**config.mk**
```make
export PLATFORM = sky130hd
export DESIGN_NAME = dcf_byte_fifo
export DESIGN_NICKNAME = d
export VERILOG_FILES = /design/src/hdl/dcf_pkg.sv /design/src/hdl/dcf_pin_sync.sv /design/src/hdl/dcf_byte_fifo.sv
export SDC_FILE = /design/constraint.sdc
export NUM_CORES = 1
export LEC_CHECK = 0
export ABC_CLOCK_PERIOD_IN_PS = 9300
export BUFFER_PORTS_ARGS = -buffer_cell sky130_fd_sc_hd__buf_2
export CORE_MARGIN = 2
export CORE_UTILIZATION = 40
export DETAILED_ROUTE_END_ITERATION = 10
export GPL_ROUTABILITY_DRIVEN = 0
export HOLD_SLACK_MARGIN = 0.08
export PLACE_DENSITY = 0.56
export SLEW_MARGIN = 20
export SYNTH_ARGS = -nofsm -noshare
export SYNTH_HDL_FRONTEND = slang
export SYNTH_SLANG_ARGS = --single-unit
```
**constraint.sdc**
```tcl
create_clock -name CLK -period 9.3 [get_ports CLK]
set_input_delay 0.465 -clock CLK [delete_from_list [all_inputs] [get_ports CLK]]
set_output_delay 0.465 -clock CLK [all_outputs]
set_load 0.01 [all_outputs]
```
**src/hdl/dcf_pkg.sv**
```systemverilog
// shared constants and pin bundle for the dual-clock byte fifo
package dcf_pkg;
	localparam int DATA_W = 8;
	localparam int DEPTH_DEFAULT = 64;
	localparam int DEPTH_MIN = 16;
	localparam int DEPTH_MAX = 4096;
	localparam int FULL_MARGIN = 7; // almost-full at depth minus this
	localparam int EMPTY_MARGIN = 7; // almost-empty up to this occupancy
	localparam logic FULL_N_RST = 1'h1;
	localparam logic ALMOST_FULL_N_RST = 1'h1;
	localparam logic EMPTY_N_RST = 1'h0;
	localparam logic ALMOST_EMPTY_N_RST = 1'h0;
	localparam logic [DATA_W-1:0] READ_DATA_RST = 8'h00;

	// all external pins that must be brought into the CLK domain
	typedef struct packed {
		logic wclk;
		logic rclk;
		logic reset_n;
		logic write_en_n;
		logic read_en_n;
		logic out_en_n;
		logic [DATA_W-1:0] write_data;
	} dcf_pins_s;
endpackage : dcf_pkg

```
**src/hdl/dcf_pin_sync.sv**
```systemverilog
// two-stage pin synchroniser with a third stage for rising-edge detection
`timescale 1ns/100ps
module dcf_pin_sync #(
	parameter int W = 1
) (
	input wire logic clk,
	input wire logic rst,
	input wire logic [W-1:0] pin_in,
	output logic [W-1:0] level,
	output logic [W-1:0] rise
);
	logic [W-1:0] s1_q, s2_q, s3_q;
	logic [W-1:0] s1_d, s2_d, s3_d;

	initial begin
		if (W < 1) $error("dcf_pin_sync: W must be at least 1");
	end

	// next values of the shift chain
	always_comb begin
		s1_d = pin_in;
		s2_d = s1_q;
		s3_d = s2_q;
	end

	// chain registers, first stage read only by the second
	always_ff @(posedge clk or posedge rst) begin
		if (rst) begin
			s1_q <= '0;
			s2_q <= '0;
			s3_q <= '0;
		end else begin
			s1_q <= s1_d;
			s2_q <= s2_d;
			s3_q <= s3_d;
		end
	end

	assign level = s2_q;
	assign rise = s2_q & ~s3_q;
endmodule : dcf_pin_sync

```
**src/hdl/dcf_byte_fifo.sv**
```systemverilog
// byte fifo with write-side and read-side clock pins and four status flags
`timescale 1ns/100ps
// Operation
// - full low at depth, stores refused
// - full flags change only on write edges or while reset_n is low
// - empty low when pointers equal, fetches suppressed
// - empty flags change only on read edges or while reset_n is low
// - almost-full low after depth minus seven stores
// - almost-empty high after eight stores
// - flags follow occupancy bands
// - full may defer to next write edge
// - empty may defer to next read edge
// - partial flags use same deferral, longer skew
// - first word readable within two read periods
// - almost-full asserts at depth minus seven
// - almost-empty asserts at seven words
// - after reset data zero or released
// - clocks may run during reset
// - reset clears pointers, flags, output register
// - write enable low stores, ignored when full
// - read enable low fetches, else hold
// - output enable low drives data out
module dcf_byte_fifo import dcf_pkg::*; #(
	parameter int DEPTH = DEPTH_DEFAULT
) (
	input wire logic CLK,
	input wire logic RST,
	input wire logic WCLK,
	input wire logic RCLK,
	input wire logic RESET_N,
	input wire logic WRITE_EN_N,
	input wire logic READ_EN_N,
	input wire logic OUT_EN_N,
	input wire logic [DATA_W-1:0] WRITE_DATA,
	output logic [DATA_W-1:0] READ_DATA,
	output logic READ_DATA_OE,
	output logic FULL_N,
	output logic ALMOST_FULL_N,
	output logic EMPTY_N,
	output logic ALMOST_EMPTY_N
);
	localparam int AW = $clog2(DEPTH);
	localparam int PW = AW + 1;
	localparam logic [PW-1:0] OCC_FULL = PW'(DEPTH);
	localparam logic [PW-1:0] OCC_AFULL = PW'(DEPTH - FULL_MARGIN);
	localparam logic [PW-1:0] OCC_AEMPTY = PW'(EMPTY_MARGIN);

	// power-of-two depth inside the supported range
	initial begin
		if (DEPTH < DEPTH_MIN || DEPTH > DEPTH_MAX || (DEPTH & (DEPTH - 1)) != 0)
			$error("dcf_byte_fifo: DEPTH must be a power of two in range");
	end

	function automatic logic [PW-1:0] bin2gray(input logic [PW-1:0] b);
		return b ^ (b >> 1);
	endfunction : bin2gray

	function automatic logic [PW-1:0] gray2bin(input logic [PW-1:0] g);
		logic [PW-1:0] b;
		b = g;
		for (int i = PW - 2; i >= 0; i--) begin
			b[i] = b[i+1] ^ g[i];
		end
		return b;
	endfunction : gray2bin

	// pin synchronisers
	dcf_pins_s pins_raw, pins_lvl, pins_rise;
	assign pins_raw = '{wclk: WCLK, rclk: RCLK, reset_n: RESET_N, write_en_n: WRITE_EN_N,
		read_en_n: READ_EN_N, out_en_n: OUT_EN_N, write_data: WRITE_DATA};

	dcf_pin_sync #(.W($bits(dcf_pins_s))) u_sync (
		.clk(CLK),
		.rst(RST),
		.pin_in(pins_raw),
		.level(pins_lvl),
		.rise(pins_rise)
	);

	logic w_edge, r_edge, run, we, re;
	assign w_edge = pins_rise.wclk;
	assign r_edge = pins_rise.rclk;
	assign run = pins_lvl.reset_n; // clocks may toggle while this is low

	logic [DATA_W-1:0] mem [DEPTH];
	logic [PW-1:0] wbin_q, wbin_d, wgray_q, wgray_d, wocc_q, wocc_d;
	logic [PW-1:0] rbin_q, rbin_d, rgray_q, rgray_d, rocc_q, rocc_d;
	logic [PW-1:0] rgray_to_w_q, wgray_to_r_q;
	logic full_n_q, full_n_d, afull_n_q, afull_n_d;
	logic empty_n_q, empty_n_d, aempty_n_q, aempty_n_d;
	logic [DATA_W-1:0] dout_q, dout_d;

	// accepted store and fetch
	assign we = w_edge & run & ~pins_lvl.write_en_n & full_n_q;
	assign re = r_edge & run & ~pins_lvl.read_en_n & empty_n_q;

	// write side next state, flags move only on write edges or while reset_n is low
	always_comb begin
		wbin_d = wbin_q;
		wocc_d = wocc_q;
		full_n_d = full_n_q;
		afull_n_d = afull_n_q;
		if (!run) begin
			wbin_d = '0;
			wocc_d = '0;
			full_n_d = FULL_N_RST;
			afull_n_d = ALMOST_FULL_N_RST;
		end else if (w_edge) begin
			wbin_d = we ? PW'(wbin_q + 1'b1) : wbin_q;
			// read pointer as last seen via its gray copy
			wocc_d = PW'(wbin_d - gray2bin(rgray_to_w_q));
			full_n_d = (wocc_d != OCC_FULL);
			afull_n_d = (wocc_d < OCC_AFULL);
		end
		wgray_d = bin2gray(wbin_d);
	end

	// write side registers
	always_ff @(posedge CLK or posedge RST) begin
		if (RST) begin
			wbin_q <= '0;
			wgray_q <= '0;
			wocc_q <= '0;
			full_n_q <= FULL_N_RST;
			afull_n_q <= ALMOST_FULL_N_RST;
		end else begin
			wbin_q <= wbin_d;
			wgray_q <= wgray_d;
			wocc_q <= wocc_d;
			full_n_q <= full_n_d;
			afull_n_q <= afull_n_d;
		end
	end

	// storage array, no reset needed
	always_ff @(posedge CLK) begin
		if (we)
			mem[wbin_q[AW-1:0]] <= pins_lvl.write_data;
	end

	// read side next state, flags move only on read edges or while reset_n is low
	always_comb begin
		rbin_d = rbin_q;
		rocc_d = rocc_q;
		empty_n_d = empty_n_q;
		aempty_n_d = aempty_n_q;
		dout_d = dout_q;
		if (!run) begin
			rbin_d = '0;
			rocc_d = '0;
			empty_n_d = EMPTY_N_RST;
			aempty_n_d = ALMOST_EMPTY_N_RST;
			dout_d = READ_DATA_RST;
		end else if (r_edge) begin
			if (re) begin
				rbin_d = PW'(rbin_q + 1'b1);
				dout_d = mem[rbin_q[AW-1:0]];
			end
			// write pointer as last seen via its gray copy
			rocc_d = PW'(gray2bin(wgray_to_r_q) - rbin_d);
			empty_n_d = (rocc_d != '0);
			aempty_n_d = (rocc_d > OCC_AEMPTY);
		end
		rgray_d = bin2gray(rbin_d);
	end

	// read side registers and cross copies of the gray pointers
	always_ff @(posedge CLK or posedge RST) begin
		if (RST) begin
			rbin_q <= '0;
			rgray_q <= '0;
			rocc_q <= '0;
			empty_n_q <= EMPTY_N_RST;
			aempty_n_q <= ALMOST_EMPTY_N_RST;
			dout_q <= READ_DATA_RST;
			rgray_to_w_q <= '0;
			wgray_to_r_q <= '0;
		end else begin
			rbin_q <= rbin_d;
			rgray_q <= rgray_d;
			rocc_q <= rocc_d;
			empty_n_q <= empty_n_d;
			aempty_n_q <= aempty_n_d;
			dout_q <= dout_d;
			rgray_to_w_q <= rgray_q;
			wgray_to_r_q <= wgray_q;
		end
	end

	// pins
	assign READ_DATA = dout_q;
	assign READ_DATA_OE = ~pins_lvl.out_en_n;
	assign FULL_N = full_n_q;
	assign ALMOST_FULL_N = afull_n_q;
	assign EMPTY_N = empty_n_q;
	assign ALMOST_EMPTY_N = aempty_n_q;
endmodule : dcf_byte_fifo

```
==> Yosys cells after proc, flatten, opt, wreduce, memory -nomap -nowiden <==
Memory sizes are Yosys's and may differ from the RTL's.
Index checks and enable logic that the tools add are counted.
{ "totals": {"latch_bits": 0, "elab_cells": 73, "ram_bits": 512, "in_bits": 16, "mem_bits_ro": 0, "reg_bits": 96, "mem_count": 1, "output_inout_bits": 13} }
{ "mem_list": {"columns": ["memory", "words", "width", "rd", "rd_clocked_by_memory_dff", "write_ports", "line", "source"], "rows": [
  ["mem", 64, 8, 1, 0, 1, "dcf_byte_fifo.sv:85", "logic [DATA_W-1:0] mem [DEPTH];"]
]} }
{ "classes": {"n_shift": 0, "mux": 21, "add_sub_neg": 4, "bitwise_logic": 25, "eq_ne": 4, "div_mod_pow": 0, "n_reduce_logical": 2, "multipliers": 0, "magnitude_cmp": 2} }
{ "op_table": {"columns": ["operator", "n"], "rows": [
  ["7-bit two-way mux", 8],
  ["8-bit two-way mux", 3],
  ["7-bit by 1-bit adder with 7-bit output, second input constant", 2],
  ["14-bit AND", 1],
  ["14-bit NOT", 1],
  ["7-bit subtractor", 2],
  ["7-bit by 6-bit XOR with 7-bit output", 2],
  ["1-bit XOR", 12],
  ["1-bit two-way mux", 10],
  ["7-bit by 3-bit greater-than comparator with 1-bit output, second input constant", 1],
  ["7-bit by 6-bit less-than comparator with 1-bit output, second input constant", 1],
  ["7-bit inequality test, second input constant", 1],
  ["7-bit nonzero test", 1],
  ["1-bit AND", 6],
  ["2-bit inequality test, second input constant", 3],
  ["1-bit NOT", 3],
  ["2-bit AND reduction", 1]
]} }

==> Depth between registers and ports, before layout <==
{ "logic_depth": {"ltp_word": 12, "mapped_depth": 15, "depth_no_buf": 15} }

==> Cells and area by module <==
From an unflattened synthesis, not the netlist that was laid out.
{ "hier_totals": {"hier_cells": 1245, "hier_area_um2": 23964.2} }
{ "modules_own_cells": {"columns": ["module", "cells_each", "instances", "area_each_um2", "seq_area_each_um2"], "rows": [
  ["dcf_byte_fifo", 1188, 1, 22716.8, 16678.5],
  ["dcf_pin_sync", 57, 1, 1247.4, 1051.0]
]} }

==> Worst setup path after synthesis <==
OpenSTA, ideal clock, no wires.
{ "synth_path": {"kind": "register to register", "from": "register rgray_to_w_q[6]", "to": "register full_n_q, in the netlist FULL_N", "path_slack_ns": 5.812, "arrival_time_ns": 3.401, "n_path_buf": 0, "path_stages_with_launch": 16, "synth_period_minus_slack_ns": 3.488, "required_time_ns": 9.214, "setup_time_ns": 0.086, "cell_sequence": "dfrtp_1 -> xnor2_1 -> xor2_1 -> xor2_1 -> xor2_1 -> xor2_1 -> xnor2_1 -> ha_1 -> fa_1 -> nand2b_1 -> a21boi_0 -> o21a_1 -> o311ai_0 -> xor2_1 -> nor2_1 -> a31oi_1"} }
{ "synth_between": {"elab_chain_cells": 10} }
{ "synth_lines": {"columns": ["item", "line", "source"], "rows": [
  ["start: declaration", "dcf_byte_fifo.sv:88", "logic [PW-1:0] rgray_to_w_q, wgray_to_r_q;"],
  ["start signal: assignment", "dcf_byte_fifo.sv:185", "rgray_to_w_q <= rgray_q;"],
  ["1-bit XOR (6 in series)", "dcf_byte_fifo.sv:62", "b[i] = b[i+1] ^ g[i];"],
  ["7-bit subtractor *", "dcf_byte_fifo.sv:111", "wocc_d = PW'(wbin_d - gray2bin(rgray_to_w_q));"],
  ["7-bit inequality test *", "dcf_byte_fifo.sv:112", "full_n_d = (wocc_d != OCC_FULL);"],
  ["1-bit two-way mux *", "dcf_byte_fifo.sv:108", "end else if (w_edge) begin"],
  ["1-bit two-way mux *", "dcf_byte_fifo.sv:103", "if (!run) begin"],
  ["end signal: assignment", "dcf_byte_fifo.sv:130", "full_n_q <= full_n_d;"],
  ["end: declaration", "dcf_byte_fifo.sv:89", "logic full_n_q, full_n_d, afull_n_q, afull_n_d;"]
]} }
Mark *: on every way between the ends. The rest lies on a longest branch, timed or not. The select of a mux whose other input is x is not followed.
A chain may end at the register's enable or synchronous reset.

==> Final worst setup path <==
{ "layout_path": {"from": "register rbin_q[0]", "to": "register dout_q[0], in the netlist READ_DATA[0]"} }
{ "layout_between": {"elab_chain_cells": 4} }
{ "layout_lines": {"columns": ["item", "line", "source"], "rows": [
  ["start: declaration", "dcf_byte_fifo.sv:87", "logic [PW-1:0] rbin_q, rbin_d, rgray_q, rgray_d, rocc_q, rocc_d;"],
  ["start signal: assignment", "dcf_byte_fifo.sv:179", "rbin_q <= rbin_d;"],
  ["memory read 64 x 8 bit", null, null],
  ["8-bit two-way mux", "dcf_byte_fifo.sv:155", "if (re) begin"],
  ["8-bit two-way mux", "dcf_byte_fifo.sv:154", "end else if (r_edge) begin"],
  ["8-bit two-way mux", "dcf_byte_fifo.sv:148", "if (!run) begin"],
  ["end signal: assignment", "dcf_byte_fifo.sv:184", "dout_q <= dout_d;"],
  ["end: declaration", "dcf_byte_fifo.sv:91", "logic [DATA_W-1:0] dout_q, dout_d;"]
]} }
Every way passes these cells. The select of a mux whose other input is x is not followed.

==> Implementation_results.wiki <==
{| class="wikitable"
! Metric !! Value
|-
| Status || finished clean
|-
| Async set-or-reset flop fraction in the synthesized netlist || 13.80%
|-
| Clock input transition at the sequential cells of the worst setup and hold paths || about 0.06 ns
|-
| Number of antenna violations at the first check in global routing || 1
|-
| Effective utilization at floorplan || approximately two fifths
|-
| Count of pins over their slew limit || 0
|-
| Count of buffer and inverter cells on the critical path || 2
|-
| Sequential Area || approximately 0.017 sq mm
|-
| Cell count after synthesis || between 1,000 and 1,500
|-
| CP delay by family, top || multiplexers
|-
| Buffer type at the clock tree root || sky130_fd_sc_hd__clkbuf_16
|-
| Data arrival time of the critical path || 4.51 ns
|-
| Synth-to-Final Area Change || 13.28%
|-
| Aggregate global routing overflow || 0
|-
| Standard cell core area || 0.05759 sq mm
|-
| Setup repair after global routing missed its margin || false
|-
| Number of warnings printed during yosys synthesis || 0
|-
| Fill cell count || a little under 5,000
|-
| Skew final || roughly 0.014 ns
|-
| Pin count of the biggest net entering global routing || 76
|-
| Max clock buf depth || 3
|-
| Clk Latency, worst-skew pair || around 0.62 ns
|-
| CP max stage delay || just under 1 ns
|-
| Number of global-route vias before repair || about 12,000
|-
| Standby leakage power || approximately 8.5 nW
|-
| DRC viols || 0
|-
| Sum of routed wire length over all layers || around 53,000 um
|-
| Top_reg_cell synth || sky130_fd_sc_hd__edfxtp_1
|-
| Worst setup SP type || flop
|-
| DR vias || 11,090
|-
| Max-cap viol count || 0
|-
| Max Fanout on Critical Path || 40
|-
| Worst slew margin relative to its limit || 27.94%
|-
| Initial DRC Count || between 900 and 1,000
|-
| Type of the worst setup path || reg2reg
|-
| Proportion of layout cells with a drive suffix above 1 || between 20% and 30%
|-
| Gates resized, CTS repair || 0
|-
| Site row count || 88
|-
| Post-synth EDFFs || 512
|-
| Number of cells traversed by the worst register-to-register path || 6
|-
| Worst vdd ir || 0.1367 mV
|-
| Yosys cell types || 56
|-
| Hold Path Class || in2async
|-
| Area of the mapped netlist || around 0.023 sq mm
|-
| Critical path launch point || rbin_q[0]
|-
| Startpoint of the most critical register-to-register path || rbin_q[0]
|-
| Nets@finish || between 1,000 and 1,500
|-
| Number of gates on the worst path with buffers counted || 6
|-
| Detailed-routing iteration count for the pre-antenna-repair pass || 5
|-
| Post-synthesis sequential area ratio || ~75%
|-
| Final hold violation count || 0
|-
| Multi-input combinational cell area || around 0.0055 sq mm
|-
| Vias per cell || ~5.4
|-
| Slew @ Worst Pin || 1.077 ns
|-
| Count of port buffers added during placement || 28
|-
| Remaining antenna violation count || 0
|-
| Setup-violating endpoint count in the final report || 0
|-
| Sum of negative setup slack || 0 ns
|-
| Post-synthesis register bit count || just under 600
|-
| Cell breakdown of the critical path || buf_4 > buf_4 > mux4_2 > mux4_2 > mux2_2 > a221o_1
|-
| Die Y-Extent || 245.0 um
|-
| Total inserted antenna cells || 0
|-
| Power density over the cells || about 200 mW/mm^2
|-
| Wirelength per Cell || roughly 26 um
|-
| First-pass GRT wire length || about 80,000 um
|-
| CTS tree || done
|-
| Worst hold slack || approximately 0.27 ns
|-
| Number of top-level pins || 29
|-
| Synthesized area per cell || between 20 and 25 sq um
|-
| Net count of the mapped netlist || 1,186
|-
| Final period demand of the worst path || roughly 4.0 ns
|-
| Number of clock sinks || slightly below 600
|-
| Number of buffers inserted during clock tree synthesis || 60
|-
| Fmax achieved || 249.5 MHz
|-
| Level count of the clock H-tree || 2
|-
| Overall Global Routing Usage || a little under a fifth
|-
| DP Wirelength || between 30,000 and 40,000 um
|-
| Post-CTS setup-driven buffer insertion count || 0
|-
| Critical path required time || slightly below 10 ns
|-
| Die Outline Area || 0.06001 sq mm
|-
| Die span in x || 245.0 um
|-
| Endpoint type of the worst setup path || flop
|-
| Highest-delay cell along the critical path || sky130_fd_sc_hd__dfrtp_4
|-
| Final Cycle Share || ~43%
|}
[Yosys cell counts, types with 6 or more instances]
cell | instances | share of area, %
sky130_fd_sc_hd__buf_1 | 11 | 0.18
sky130_fd_sc_hd__a21oi_1 | 14 | 0.30
sky130_fd_sc_hd__nand2_1 | 31 | 0.50
sky130_fd_sc_hd__inv_1 | 19 | 0.31
sky130_fd_sc_hd__ha_1 | 13 | 0.70
sky130_fd_sc_hd__dfrtp_1 | 80 | 8.6
sky130_fd_sc_hd__xor2_1 | 24 | 0.91
sky130_fd_sc_hd__nand2b_1 | 10 | 0.27
sky130_fd_sc_hd__nand3_1 | 12 | 0.26
sky130_fd_sc_hd__o21ai_0 | 11 | 0.24
sky130_fd_sc_hd__buf_2 | 21 | 0.45
sky130_fd_sc_hd__clkbuf_1 | 17 | 0.27
sky130_fd_sc_hd__nor2_1 | 84 | 1.4
sky130_fd_sc_hd__mux2i_1 | 26 | 1.1
sky130_fd_sc_hd__nor2b_1 | 14 | 0.38
sky130_fd_sc_hd__mux4_2 | 141 | 14
sky130_fd_sc_hd__xnor2_1 | 26 | 0.98
sky130_fd_sc_hd__edfxtp_1 | 512 | 66
sky130_fd_sc_hd__a211oi_1 | 6 | 0.19
sky130_fd_sc_hd__a22oi_1 | 20 | 0.65
[sequential cells by signal, summed over array words and instances, names as in the netlist]
register and cells:
wbin_q 7, ALMOST_FULL_N 1, rgray_q 6, u_sync.s1_q 14, READ_DATA 8, u_sync.level 14
mem 512, rgray_to_w_q 7, EMPTY_N 1, wgray_to_r_q 7, FULL_N 1, wgray_q 6
u_sync.s3_q 2, ALMOST_EMPTY_N 1, rbin_q 7
[worst paths after layout]
| kind | to | slack, ns |
|---|---|---|
| worst max-delay path | READ_DATA[0] | 5.29 |
| worst min-delay path | u_sync.s1_q[13] | 0.27 |
| worst max register to register | READ_DATA[0] | 5.29 |
| worst min register to register | rgray_to_w_q[0] | 0.35 |
| max in group asynchronous | u_sync.level[1] | 7.81 |
| min in group CLK | rgray_to_w_q[0] | 0.35 |
[power breakdown]
part / switching, mW / internal [mW]
Clock: 1.01 / 1.36
Sequential: 0.0137 / 2.90
Combinational: 0.0519 / 0.0210
Total: 1.07 / 4.29
[final cells by class]
| type | instances | area share [%] |
|---|---|---|
| clock inverter | 40 | 1.389 |
| inverter | 19 | 0.2758 |
| multi-input combinational | 487 | 20.79 |
| tap | 765 | 3.638 |
| clock buffer | 70 | 5.930 |
| sequential | 594 | 66.34 |
| timing repair buffer | 61 | 1.631 |
[worst min-delay path: stages]
cell and delay, ns:
sky130_fd_sc_hd__dlygate4sd3_1 0.53, sky130_fd_sc_hd__buf_2 0.12, sky130_fd_sc_hd__clkinv_2 0.12
[routing by layer]
layer	vias up	wire [um]	track usage, %
met3	80	3423	3.892
met5	-	0	0
met4	0	1100	4.448
met2	345	25370	28.80
met1	5901	23150	26.00
li1	4767	-	-
[what timing repair did]
action	in CTS	in global routing
hold endpoints to repair	21	0
hold buffers	15	0
setup endpoints to repair	0	0
[cell usage in the layout, fill, tap and decap left out, types with 24 or more instances in the layout]
cell type,netlist,final
sky130_fd_sc_hd__xnor2_1,26,26
sky130_fd_sc_hd__edfxtp_1,512,512
sky130_fd_sc_hd__nand2_1,31,31
sky130_fd_sc_hd__nor2_1,84,83
sky130_fd_sc_hd__dfrtp_1,80,68
sky130_fd_sc_hd__buf_2,21,28
sky130_fd_sc_hd__xor2_1,24,24
sky130_fd_sc_hd__mux2i_1,26,26
sky130_fd_sc_hd__clkbuf_16,0,61
sky130_fd_sc_hd__mux4_2,141,141
[cell families after synthesis]
kind of cell,Yosys count,synth area share (%)
DFF,594,75.05
muxes,168,14.84
xor gates and xnor gates,52,2.080
buffers and inverters,74,1.422
adders and majority gates,15,0.8728
AOI/OAI and AO/OA,74,2.160
and+or+nand+nor,178,3.577
[per-stage QoR]
stage	instances	power (mW)	area (sq um)	utilization (%)	setup WS [ns]
finish	2036	5.362	26310	45.69	5.293
global route	2036	5.522	26310	45.69	4.941
CTS	2036	5.416	26300	45.66	5.136
detailed placement	1911	3.045	24220	42.06	5.176
global placement	1911	3.042	24220	42.06	5.170
floorplan	1155	3.005	23220	-	5.812
No activity file was read; power rests on OpenSTA's default activity.
